[src/core/lph_defs.svh]
// Purpose: Constants of the link primitive handler.
// Assumes: 200 MHz system clock.
// Notes: Offsets are word indices on the plain register port.
// Contract
// Remote link reset posts provided code 8.
// Host answers reset or FRMR with 9.
// Code 14 from host disconnects the link.
// Received FRMR posts code 4, parameter 2.
// FRMR info goes to next receive descriptor.
// After reset response, await reset or disconnect.
// Host sets exchange enable before any exchange.
// Host fills transmit buffer, then issues 10.
// Remote exchange answer posts code 11.
// XID posts 10, TEST posts 12, stored.
// Host answers XID with 11, TEST 13.
// Exchange disabled: refuse frames, post nothing.
// Stopped: no traffic, transmit line held high.
// Stop sets stop bit, disables interrupts.
// Frame in transmission when stopping is aborted.
// Restart repeats initialization, may skip steps.
// Self test: reset, bus bit 4, code 5.
// Test done sets available flag, bit 4 result.
// Result 0 pass, 1 to 6 areas.
// Host times out self test at 75 ms.
// Pass may rerun at once; failure needs reset.
// Host should reset after any self test.
// Host clears available flag writing 0040h.
// Host issues next primitive after flag cleared.
`ifndef LPH_DEFS_SVH
`define LPH_DEFS_SVH
`define LPH_OFS_CTRL       2'h0
`define LPH_OFS_PRIM       2'h1
`define LPH_OFS_CFG        2'h2
`define LPH_OFS_BUSCFG     2'h3
`define LPH_BIT_STOP       2
`define LPH_BIT_IEN        6
`define LPH_BIT_IDENT_EXCHANGE_ENABLE       0
`define LPH_BIT_TEST       4
`define LPH_BIT_PAV        6
`define LPH_BIT_USER_PRIMITIVE_CODE      8
`define LPH_PAV_CLEAR      16'h0040
`define LPH_U_INIT         4'h2
`define LPH_U_START        4'h3
`define LPH_U_STOP         4'h1
`define LPH_U_SELFTEST     4'h5
`define LPH_U_RST_RSP      4'h9
`define LPH_U_XID_REQ      4'ha
`define LPH_U_XID_RSP      4'hb
`define LPH_U_TEST_RSP     4'hd
`define LPH_U_DISC         4'he
`define LPH_P_ERROR        4'h4
`define LPH_P_RST_IND      4'h8
`define LPH_P_XID_IND      4'ha
`define LPH_P_XID_CNF      4'hb
`define LPH_P_TEST_IND     4'hc
`define LPH_P_DISC_IND     4'he
`define LPH_PARM_FRMR      4'h2
`define LPH_ST_PASS        4'h0
`define LPH_ST_RUN_NS      64
`define LPH_CLK_NS         5
`endif

[src/core/lph_pkg.sv]
// Purpose: Types of the link primitive handler.
// Assumes: Included constants header.
// Notes: None.
package lph_pkg;
  typedef enum logic [2:0] {
    LPH_STOPPED,
    LPH_IDLE,
    LPH_RUN,
    LPH_RESETTING,
    LPH_XID_WAIT,
    LPH_SELFTEST
  } lph_phase_t;
endpackage

[src/core/lph_core.sv]
// Purpose: Primitive interpreter of the link controller.
// Assumes: Link events arrive as single-cycle pulses from same-clock logic.
// Notes: Self-test outcome is a parameterised result code.
`timescale 1ns/1ps
`include "lph_defs.svh"
module lph_core #(
  parameter logic [3:0] ST_RESULT = 4'h0
) (
  // Clock and reset.
  input  wire logic        i_mclk,
  input  wire logic        i_rst,
  // Register port.
  input  wire logic [1:0]  i_addr,
  input  wire logic [15:0] i_wdata,
  input  wire logic        i_wr,
  input  wire logic        i_rd,
  output logic      [15:0] o_rdata,
  // Link events.
  input  wire logic        i_rx_reset_req,
  input  wire logic        i_rx_frmr,
  input  wire logic        i_rx_xid,
  input  wire logic        i_rx_test,
  input  wire logic        i_rx_xid_resp,
  input  wire logic        i_rx_disc,
  input  wire logic        i_tx_busy,
  // Link actions.
  output logic             o_tx_serial_line,
  output logic             o_tx_abort,
  output logic             o_link_disconnect,
  output logic             o_send_xid,
  output logic             o_send_resp,
  output logic             o_reject_ident,
  output logic             o_frmr_to_rx_desc,
  output logic             o_link_reset_ack,
  output logic             o_irq_enable,
  output logic             o_link_active
);
  import lph_pkg::*;

  localparam int ST_CYCLES = (`LPH_ST_RUN_NS + `LPH_CLK_NS - 1) / `LPH_CLK_NS;

  typedef struct packed {
    lph_phase_t  phase;
    logic        primitive_available;
    logic [3:0]  ppc;
    logic [3:0]  ppp;
    logic        fail;
    logic        ien;
    logic        ident_exchange_enable;
    logic        test_en;
    logic [7:0]  cnt;
    logic [15:0] rdata;
    logic        txl;
    logic        abort;
    logic        disc;
    logic        sxid;
    logic        sresp;
    logic        rej;
    logic        frmr_d;
    logic        rack;
    logic        act;
  } lph_state_t;

  lph_state_t st;
  lph_state_t next_st;

  // --------------------------------------------------------------
  // Next-state logic.
  // --------------------------------------------------------------
  always_comb begin
    logic [3:0] up;
    logic       cmd;
    up = i_wdata[`LPH_BIT_USER_PRIMITIVE_CODE +: 4];
    cmd = i_wr && i_addr == `LPH_OFS_PRIM && i_wdata != `LPH_PAV_CLEAR;
    next_st = st;
    next_st.abort = 1'b0;
    next_st.disc = 1'b0;
    next_st.sxid = 1'b0;
    next_st.sresp = 1'b0;
    next_st.rej = 1'b0;
    next_st.frmr_d = 1'b0;
    next_st.rack = 1'b0;
    next_st.rdata = 16'h0000;
    if (i_wr && i_addr == `LPH_OFS_CTRL && st.phase != LPH_STOPPED) begin
      next_st.ien = i_wdata[`LPH_BIT_IEN];
    end
    if (i_wr && i_addr == `LPH_OFS_CFG) begin
      next_st.ident_exchange_enable = i_wdata[`LPH_BIT_IDENT_EXCHANGE_ENABLE];
    end
    if (i_wr && i_addr == `LPH_OFS_BUSCFG) begin
      next_st.test_en = i_wdata[`LPH_BIT_TEST];
    end
    if (i_wr && i_addr == `LPH_OFS_PRIM && i_wdata == `LPH_PAV_CLEAR) begin
      next_st.primitive_available = 1'b0;
    end
    if (cmd) begin
      case (up)
        `LPH_U_STOP: begin
          next_st.phase = LPH_STOPPED;
          next_st.ien = 1'b0;
          next_st.abort = i_tx_busy;
        end
        `LPH_U_START: begin
          next_st.phase = LPH_IDLE;
        end
        `LPH_U_SELFTEST: begin
          if (st.test_en) begin
            next_st.phase = LPH_SELFTEST;
            next_st.cnt = 8'h00;
          end
        end
        `LPH_U_RST_RSP: begin
          if (st.phase != LPH_STOPPED) begin
            next_st.phase = LPH_RESETTING;
            next_st.rack = 1'b1;
          end
        end
        `LPH_U_XID_REQ: begin
          if (st.phase != LPH_STOPPED && st.ident_exchange_enable) begin
            next_st.sxid = 1'b1;
            next_st.phase = LPH_XID_WAIT;
          end
        end
        `LPH_U_XID_RSP, `LPH_U_TEST_RSP: begin
          next_st.sresp = st.phase != LPH_STOPPED;
        end
        `LPH_U_DISC: begin
          if (st.phase != LPH_STOPPED) begin
            next_st.disc = 1'b1;
            next_st.phase = LPH_IDLE;
          end
        end
        default: begin
        end
      endcase
    end
    if (st.phase == LPH_SELFTEST) begin
      next_st.cnt = st.cnt + 8'h01;
      if (int'(st.cnt) == ST_CYCLES - 1) begin
        next_st.phase = LPH_IDLE;
        next_st.primitive_available = 1'b1;
        next_st.ppc = ST_RESULT;
        next_st.ppp = 4'h0;
        next_st.fail = ST_RESULT != `LPH_ST_PASS;
      end
    end else if (st.phase != LPH_STOPPED && !cmd) begin
      if (i_rx_reset_req) begin
        next_st.primitive_available = 1'b1;
        next_st.ppc = `LPH_P_RST_IND;
        next_st.ppp = 4'h0;
        next_st.phase = LPH_RESETTING;
      end else if (i_rx_disc) begin
        next_st.primitive_available = 1'b1;
        next_st.ppc = `LPH_P_DISC_IND;
        next_st.ppp = 4'h0;
        next_st.phase = LPH_IDLE;
      end else if (i_rx_frmr) begin
        next_st.primitive_available = 1'b1;
        next_st.ppc = `LPH_P_ERROR;
        next_st.ppp = `LPH_PARM_FRMR;
        next_st.frmr_d = 1'b1;
      end else if (i_rx_xid_resp && st.phase == LPH_XID_WAIT) begin
        next_st.primitive_available = 1'b1;
        next_st.ppc = `LPH_P_XID_CNF;
        next_st.ppp = 4'h0;
        next_st.phase = LPH_RUN;
      end else if (i_rx_xid || i_rx_test) begin
        if (st.ident_exchange_enable) begin
          next_st.primitive_available = 1'b1;
          next_st.ppc = i_rx_xid ? `LPH_P_XID_IND : `LPH_P_TEST_IND;
          next_st.ppp = 4'h0;
        end else begin
          next_st.rej = 1'b1;
        end
      end
    end
    next_st.txl = next_st.phase == LPH_STOPPED || st.txl && st.phase == LPH_STOPPED;
    next_st.act = next_st.phase != LPH_STOPPED && next_st.phase != LPH_SELFTEST;
    if (i_rd) begin
      case (i_addr)
        `LPH_OFS_CTRL: begin
          next_st.rdata[`LPH_BIT_STOP] = st.phase == LPH_STOPPED;
          next_st.rdata[`LPH_BIT_IEN] = st.ien;
        end
        `LPH_OFS_PRIM: begin
          next_st.rdata[3:0] = st.ppc;
          next_st.rdata[`LPH_BIT_TEST] = st.fail;
          next_st.rdata[`LPH_BIT_PAV] = st.primitive_available;
          next_st.rdata[11:8] = st.ppp;
        end
        `LPH_OFS_CFG: next_st.rdata[`LPH_BIT_IDENT_EXCHANGE_ENABLE] = st.ident_exchange_enable;
        default: next_st.rdata[`LPH_BIT_TEST] = st.test_en;
      endcase
    end
  end

  // --------------------------------------------------------------
  // State register.
  // --------------------------------------------------------------
  always_ff @(posedge i_mclk or posedge i_rst) begin
    if (i_rst) begin
      st <= '0;
      st.phase <= LPH_STOPPED;
      st.txl <= 1'b1;
    end else begin
      st <= next_st;
    end
  end

  assign o_rdata = st.rdata;
  assign o_tx_serial_line = st.txl;
  assign o_tx_abort = st.abort;
  assign o_link_disconnect = st.disc;
  assign o_send_xid = st.sxid;
  assign o_send_resp = st.sresp;
  assign o_reject_ident = st.rej;
  assign o_frmr_to_rx_desc = st.frmr_d;
  assign o_link_reset_ack = st.rack;
  assign o_irq_enable = st.ien;
  assign o_link_active = st.act;
endmodule // lph_core

[config.mk]
export PLATFORM = sky130hd
export DESIGN_NAME = lph_core
export DESIGN_NICKNAME = d
export VERILOG_FILES = /design/src/core/lph_pkg.sv /design/src/core/lph_core.sv
export VERILOG_INCLUDE_DIRS = /design/src /design/src/core
export SDC_FILE = /design/constraint.sdc
export NUM_CORES = 1
export LEC_CHECK = 0
export ABC_AREA = 1
export BUFFER_PORTS_ARGS = -buffer_cell sky130_fd_sc_hd__buf_4
export CAP_MARGIN = 20
export CORE_MARGIN = 2
export CORE_UTILIZATION = 48
export DETAILED_ROUTE_END_ITERATION = 7
export GPL_TIMING_DRIVEN = 0
export PLACE_DENSITY_LB_ADDON = 0.2
export RECOVER_POWER = 25
export SYNTH_ARGS = -nofsm -noshare
export SYNTH_HDL_FRONTEND = slang
export SYNTH_SLANG_ARGS = --single-unit
[constraint.sdc]
create_clock -name i_mclk -period 1.3 [get_ports i_mclk]
set_input_delay 0.065 -clock i_mclk [delete_from_list [all_inputs] [get_ports i_mclk]]
set_output_delay 0.065 -clock i_mclk [all_outputs]
set_load 0.03 [all_outputs]
== After elaboration in Yosys (flattened, before gate mapping) ==
Cells that the tools add are included.

* Flip-flop bits (word level): 42
* Word-level logic and storage cells: 121
* Output and inout bits: 26

* Reductions and logical operators: 30
* $add $sub $neg: 1
* Mux-type cells: 54
* Equal/unequal tests: 18

{| class="wikitable"
|+ Operators with widths
! operator !! number
|-
| $mux W12 || 4
|-
| $mux W9 || 4
|-
| $mux W8 || 4
|-
| $mux W3 || 8
|-
| $mux W1 || 21
|-
| $eq A4 B4 Y1 const B || 5
|-
| $pmux W3 S6 || 1
|-
| $eq A16 B7 Y1 const B || 1
|-
| $ne A16 B7 Y1 const B || 1
|-
| $mux W13 || 1
|-
| $logic_and A1 B1 Y1 || 12
|-
| $mux W4 || 3
|-
| $reduce_bool A6 Y1 || 2
|-
| $add A8 B1 Y8 const B || 1
|-
| $eq A8 B5 Y1 const B || 1
|-
| $mux W2 || 4
|-
| $reduce_bool A2 Y1 || 4
|-
| $eq A3 B3 Y1 const B || 2
|-
| $logic_not A3 Y1 || 2
|-
| $pmux W1 S2 || 3
|-
| $reduce_bool A3 Y1 || 2
|-
| $mux W5 || 1
|-
| $eq A2 B2 Y1 const B || 2
|-
| $eq A4 B1 Y1 const B || 1
|-
| 12 further kinds || 13
|}

== Depth between registers and ports, before layout ==
Gate-level depths: netlist (run 1).

* Word-level depth: 14
* Gate-level depth with buffers: 14
* Mapped depth without buffers: 14

== Worst setup path before layout (run 1) ==
Ideal clock, no wire load.

* Kind: register to register
* Start point: register st[46] in the netlist's numbering
* End point: register st, in the netlist o_link_active
* Setup time: 118 ps
* Data arrival time: 1284 ps
* Path buffers: 0
* Setup slack: -102 ps
* Cell stages (with the launch flop): 11
* Cells stage by stage: dfrtp_1 nor2_2 nand2_2 nand3_1 o21ai_1 o21ai_2 nand2_1 nor2_1 nand2_1 nand2_1 nand2_1

{| class="wikitable"
|+ RTL lines
! what !! RTL line !! source
|-
| start: declaration || lph_core.sv:64 || <nowiki>lph_state_t st;</nowiki>
|-
| start signal: assignment || lph_core.sv:206 || <nowiki>st <= next_st;</nowiki>
|}

==> results.json, run 1 <==
{
  "pre_cts_slack_ns": -0.326,
  "start_util_pct": 49.8,
  "dr.pass1.iters": 4,
  "tightest_slew_ns": 0.770,
  "grt.overflow.total": 0,
  "fillers": 361,
  "post-place-cells": 394,
  "clock_latency_ns": 0.30,
  "start_kind": "register",
  "placementRows": 24,
  "power.total_mw": 3.49,
  "grt_util_all_layers_pct": 20.4,
  "register_area_um2": 932,
  "numCtsBuffers": 5,
  "setup_viol": 14,
  "vias": 2071,
  "whs_ns": 0.0308,
  "dieArea_mm2": 0.00511,
  "finalNonFillerCells": 423,
  "antenna_left": 0,
  "area_growth_pct": 43.6,
  "die_y_um": 71.5,
  "clockRootBuffer": "clkbuf_8",
  "synth_warnings": 0,
  "synth_seq_area_share_pct": 42.4,
  "rsz0062_at_grt": "yes",
  "design_area_mm2": 0.00314,
  "port-buffer-count": 48,
  "grt_pass1_vias": 1913,
  "finalWorstSetupSlack_ns": -0.213,
  "cp-startpoint": "st[25]$_DFFE_PP0P_",
  "status": "finished with violations",
  "dp_hpwl_um": 3590,
  "synth-seq-cells": 37,
  "min_period_ns": 1.51,
  "multiInputGateArea_mm2": 0.00119,
  "clk_path_buf_depth": 2,
  "hold_viol_final": 0,
  "mostFrequentLayoutCell": "buf_4",
  "place_congestion": 0.864,
  "wl_um": 5370,
  "antenna_found_initial": 0,
  "hp-class": "primary input to register",
  "routedWlPerCell_um": 12.7,
  "fin_setup_tns_ns": -1.31,
  "diodes": 0,
  "clk_pin_slew_worst_paths_ns": 0.07,
  "slew_headroom_pct": 48.6,
  "drv_slew": 0,
  "placement.cell_area_mm2": 0.00264,
  "core_area_mm2": 0.00438,
  "critPathCaptureType": "register",
  "cts_num_sinks": 37,
  "layout.cells.most_common_list": "buf_4 (70), nand2_1 (53), inv_1 (35), dfrtp_1 (32), nor2_1 (28)",
  "critPathKind": "register to register",
  "fin_worst_skew_ns": 0.0106,
  "fin_crit_sh_pct": 116,
  "route.detailed.drc": 0,
  "grt_max_degree": 38,
  "die_width_um": 71.5,
  "grt_pass1_wl_um": 8170,
  "finalCoreUtilization_pct": 71.5,
  "via_per_inst": 4.90,
  "cts_tree": "built",
  "peakVddDrop_v": 0.000672,
  "violations": "negative setup slack",
  "p_leak_nw": 1.60,
  "cp_data_arrival_time_ns": 1.75,
  "power.density_mw_per_mm2": 1110,
  "ys_types": 35,
  "fmax_mhz": 661,
  "synth_cells": 288,
  "cp_max_fo": 5,
  "drtIter0Drc": 94,
  "maxCapViolations": 0,
  "ios": 55,
  "drive_above_1_share_pct": 40.2,
  "r2r-start": "st[25]$_DFFE_PP0P_",
  "synth_area_per_cell_um2": 7.59,
  "synth_area_mm2": 0.00218,
  "crit_required_ns": 1.53,
  "htree_levels": 2,
  "min_from": "i_tx_busy",
  "nets": 405
}
## repair_timing
item                                    in CTS  in global routing
endpoints found under the setup margin      14                 15
gates cloned                                 0                  0
buffers inserted                             9                 10
hold endpoints to repair                    37                  0
pin swaps                                   10                 20
hold buffers                                 2                  0
resized for setup                           17                 58
## routing by layer
metal,vias up,share of wire (%),global-route usage [%]
met3,15,3.9,4.36
met1,961,40,24.3
met5,-,0,0
met4,0,2.1,8.81
li1,1048,-,-
met2,47,54,35.4
## kinds of logic after synthesis
| kind of cell | share of synthesized area [%] |
|---|---|
| xor+xnor | 0.401 |
| simple gates | 29.0 |
| flops | 42.4 |
| compound gates | 10.1 |
| other cells | 0.172 |
| buf+inv | 14.4 |
| fa+ha+maj | 3.44 |
## cells in the mapped netlist
cell / number / area (µm²)
o21ai_0: 19 / 95.1
inv_1: 45 / 169
dfstp_2: 1 / 26.3
inv_2: 3 / 11.3
nand4_1: 4 / 25.0
a21oi_1: 4 / 20.0
nor3_1: 4 / 20.0
o21a_1: 1 / 7.51
nor3b_1: 1 / 7.51
and3_1: 1 / 6.26
dfrtp_1: 36 / 901
nor2_2: 3 / 18.8
nor4_1: 1 / 6.26
nand3_2: 4 / 40.0
or2_2: 1 / 6.26
buf_8: 1 / 15.0
nand2_2: 6 / 37.5
o31ai_1: 1 / 7.51
o211ai_1: 1 / 7.51
o21ai_1: 1 / 5.00
ha_1: 6 / 75.1
buf_4: 16 / 120
a21boi_0: 2 / 15.0
nand2_4: 1 / 11.3
a31oi_1: 1 / 6.26
conb_1: 1 / 3.75
nand3_1: 15 / 75.1
o311ai_0: 1 / 8.76
xor2_1: 1 / 8.76
nor2_4: 1 / 11.3
o22ai_1: 5 / 31.3
nor2_1: 33 / 124
a32oi_1: 1 / 8.76
nand2_1: 65 / 244
o21ai_2: 1 / 8.76
## power breakdown
part | switching [mW] | internal (mW)
Combinational | 0.588 | 0.454
Clock | 0.410 | 0.625
Sequential | 0.129 | 1.28
Total | 1.13 | 2.36
## critical path, stage by stage (launching register included)
cell and delay (ns):
dfrtp_1 0.41, inv_2 0.10, ha_4 0.14, nand2_4 0.05
nor2_4 0.13, nand3_4 0.13, nand2_4 0.12, nand2_2 0.07
inv_2 0.07, nor2_4 0.04, nor2_2 0.09, nand2_1 0.06
nand2_1 0.06
## registers in the layout (all words and copies together) (netlist names)
name,flops
o_tx_abort,1
o_send_xid,1
st,19
o_send_resp,1
o_irq_enable,1
o_frmr_to_rx_desc,1
o_link_active,1
o_reject_ident,1
o_link_reset_ack,1
o_link_disconnect,1
o_rdata,8
o_tx_serial_line,1
## path summary, 6_finish.rpt
kind / depth (start not counted) / slack, ns / end
hold / removal: 2 / 0.03 / o_tx_abort$_DFF_PP0_
min in group asynchronous: 3 / 0.48 / st[45]$_DFF_PP0_
hold reg to reg: 2 / 0.46 / o_tx_serial_line$_DFF_PP1_
setup reg to reg: 12 / -0.21 / o_tx_serial_line$_DFF_PP1_
max in group asynchronous: 3 / 0.28 / st[46]$_DFF_PP0_
setup / recovery: 12 / -0.21 / o_tx_serial_line$_DFF_PP1_
## cell type report
cell class / count / area share [%]
inverter: 48 / 5.98
clock buffer: 7 / 2.75
multi-input combinational: 192 / 37.9
buffer: 17 / 4.31
clock inverter: 1 / 0.957
tap: 52 / 2.07
timing repair buffer: 69 / 16.3
sequential: 37 / 29.7
No activity file was read; power rests on OpenSTA's default activity.
==> run 2: changes to the inputs <==
--- a/config.mk
+++ b/config.mk
@@ -18,3 +18,4 @@
 export SYNTH_ARGS = -nofsm -noshare
 export SYNTH_HDL_FRONTEND = slang
 export SYNTH_SLANG_ARGS = --single-unit
+export TNS_END_PERCENT = 50
==> run 2 against run 1 <==
  * The flow still finishes with violations (negative setup slack)
  * Via count up 2.7%
  * Cell count grew 0.47%
  * Final area is 0.76% higher
  * Setup slack worse by 0.0093 ns
  * Flip-flop and latch count did not move
  * Critical path depth shrank 1
  * Non-clock buffer count increased by 2
  * Register-to-register slack about the same
  * Die area stayed put
  * Core utilization grew 0.54 points
  * Critical path type unchanged
  * Largest cell class unchanged
  * Highest routed layer unchanged
==> results.json, run 2 (synthesis gave the netlist of run 1 again) <==
{
  "dr.pass1.iters": 4,
  "status": "finished with violations",
  "place_congestion": 0.826,
  "p_sw_share_pct": 33.0,
  "min_from": "i_tx_busy",
  "cpMaxStageDelayCell": "dfrtp_2",
  "r2r-start": "st[46]$_DFF_PP0_",
  "tightest_slew_ns": 0.782,
  "dieArea_mm2": 0.00511,
  "p_clk_share_pct": 28.5,
  "diodes": 0,
  "critPathCaptureType": "register",
  "p_int_mw": 2.39,
  "ios": 55,
  "fillers": 337,
  "drive_above_1_share_pct": 42.1,
  "fin_worst_skew_ns": 0.00647,
  "route.detailed.drc": 0,
  "seq_power_share_pct": 39.7,
  "placement.cell_area_mm2": 0.00264,
  "path_buf_inv": 1,
  "power.total_mw": 3.56,
  "hp-class": "primary input to register",
  "cp_data_arrival_time_ns": 1.71,
  "slowest_delay_ns": 0.45,
  "fin_crit_sh_pct": 117,
  "grt_max_degree": 38,
  "wl_um": 5600,
  "design_area_mm2": 0.00316,
  "dp_hpwl_um": 3540,
  "start_kind": "register",
  "path_common_cell": "nand2_1",
  "grt_pass1_wl_um": 8310,
  "clk_path_buf_depth": 2,
  "combPwrFrac_pct": 31.9,
  "numCtsBuffers": 5,
  "cts_num_sinks": 37,
  "drtIter0Drc": 100,
  "clockRootBuffer": "clkbuf_8",
  "core_area_mm2": 0.00438,
  "cts_tree": "built",
  "vias": 2127,
  "power.density_mw_per_mm2": 1130,
  "cp_max_fo": 6,
  "clk_pin_slew_worst_paths_ns": 0.08,
  "antenna_left": 0,
  "setup_viol": 16,
  "die_width_um": 71.5,
  "nets": 407,
  "layout.cells.most_common_list": "buf_4 (81), nand2_1 (53), inv_1 (37), dfrtp_1 (32), nor2_1 (29)",
  "critical_path.cell_chain": "nor2_4, nand2_4, nand2_1, nand2_1, nand4_1, nand2_1, nand2_1, buf_4, nand2_1, nand2_1, nand2_1",
  "start_util_pct": 49.8,
  "die_y_um": 71.5,
  "top_register": "st",
  "placementRows": 24,
  "clock_latency_ns": 0.29,
  "grt.overflow.total": 0,
  "fin_setup_tns_ns": -1.12,
  "p_leak_nw": 1.63,
  "hold_viol_final": 0,
  "fmax_mhz": 657,
  "antenna_found_initial": 0,
  "cp-startpoint": "st[46]$_DFF_PP0_",
  "htree_levels": 2,
  "p_sw_mw": 1.17,
  "path_delay_family": "simple AND/OR/NAND/NOR gates",
  "slew_headroom_pct": 47.8,
  "finalWorstSetupSlack_ns": -0.222,
  "violations": "negative setup slack",
  "port-buffer-count": 48,
  "maxCapViolations": 0,
  "rsz0062_at_grt": "yes",
  "grt_util_all_layers_pct": 20.8,
  "crit_required_ns": 1.49,
  "routedWlPerCell_um": 13.2,
  "pre_cts_slack_ns": -0.293,
  "mostFrequentLayoutCell": "buf_4",
  "largest_reg_flops": 19,
  "peakVddDrop_v": 0.000569,
  "via_per_inst": 5.00,
  "min_period_ns": 1.52,
  "critPathKind": "register to register",
  "grt_pass1_vias": 1920,
  "drv_slew": 0,
  "area_growth_pct": 44.7
}
[run 2: cell type report]
cell class / instances / area, µm² / share of cell area, %
flip-flops and latches: 37 / 932 / 29.5
multi-input cells: 192 / 1180 / 37.3
well taps: 52 / 65.1 / 2.06
repair buffers: 71 / 553 / 17.5
inverters: 48 / 185 / 5.86
clock buffers: 5 / 68.8 / 2.18
clock inverters: 3 / 43.8 / 1.39
plain buffers: 17 / 135 / 4.28
[run 2: power by group through the flow]
stage          Sequential (mW)  Clock (mW)  Combinational (mW)
2_1_floorplan             1.39           0               0.476
3_3_place_gp              1.40           0               0.675
3_5_place_dp              1.40           0               0.695
4_1_cts                   1.39        1.04               0.872
5_1_grt                   1.43        1.09                1.26
6_report                  1.41        1.01                1.13
[run 2: per-layer routing]
| layer | track usage (%) | vias to the layer above | share of wire, % |
|---|---|---|---|
| li1 | - | 1061 | - |
| met1 | 26.0 | 1000 | 41 |
| met2 | 34.4 | 56 | 53 |
| met3 | 4.92 | 10 | 4.3 |
| met4 | 9.43 | 0 | 1.7 |
| met5 | 0 | - | 0 |
[run 2: metrics by stage]
stage / cells / util (%) / hold WS (ns)
6_report: 425 / 72.1 / 0.0343
2_1_floorplan: 294 / - / 0.162
3_5_place_dp: 394 / 60.2 / 0.266
3_3_place_gp: 394 / 60.2 / 0.290
5_1_grt: 425 / 72.1 / 0.0199
4_1_cts: 414 / 67.3 / 0.0250
[run 2: path summary, 6_finish.rpt]
kind | endpoint | slack [ns] | depth (start not counted)
worst min-delay path | o_tx_abort$_DFF_PP0_ | 0.03 | 2
worst max-delay path | o_link_active$_DFF_PP0_ | -0.22 | 11
worst max register to register | o_link_active$_DFF_PP0_ | -0.22 | 11
max in group asynchronous | st[48]$_DFF_PP0_ | 0.26 | 3
min in group asynchronous | o_rdata[9]$_DFF_PP0_ | 0.48 | 3
worst min register to register | o_tx_serial_line$_DFF_PP1_ | 0.48 | 2
[run 2: what timing repair did]
| item | 4_1_cts | 5_1_grt |
|---|---|---|
| hold buffers | 2 | 0 |
| setup buffers | 10 | 12 |
| gates resized for setup | 37 | 38 |
| endpoints found under the setup margin | 13 | 18 |
| pin swaps | 8 | 16 |
| hold endpoints to repair | 37 | 0 |
| gates cloned | 0 | 0 |
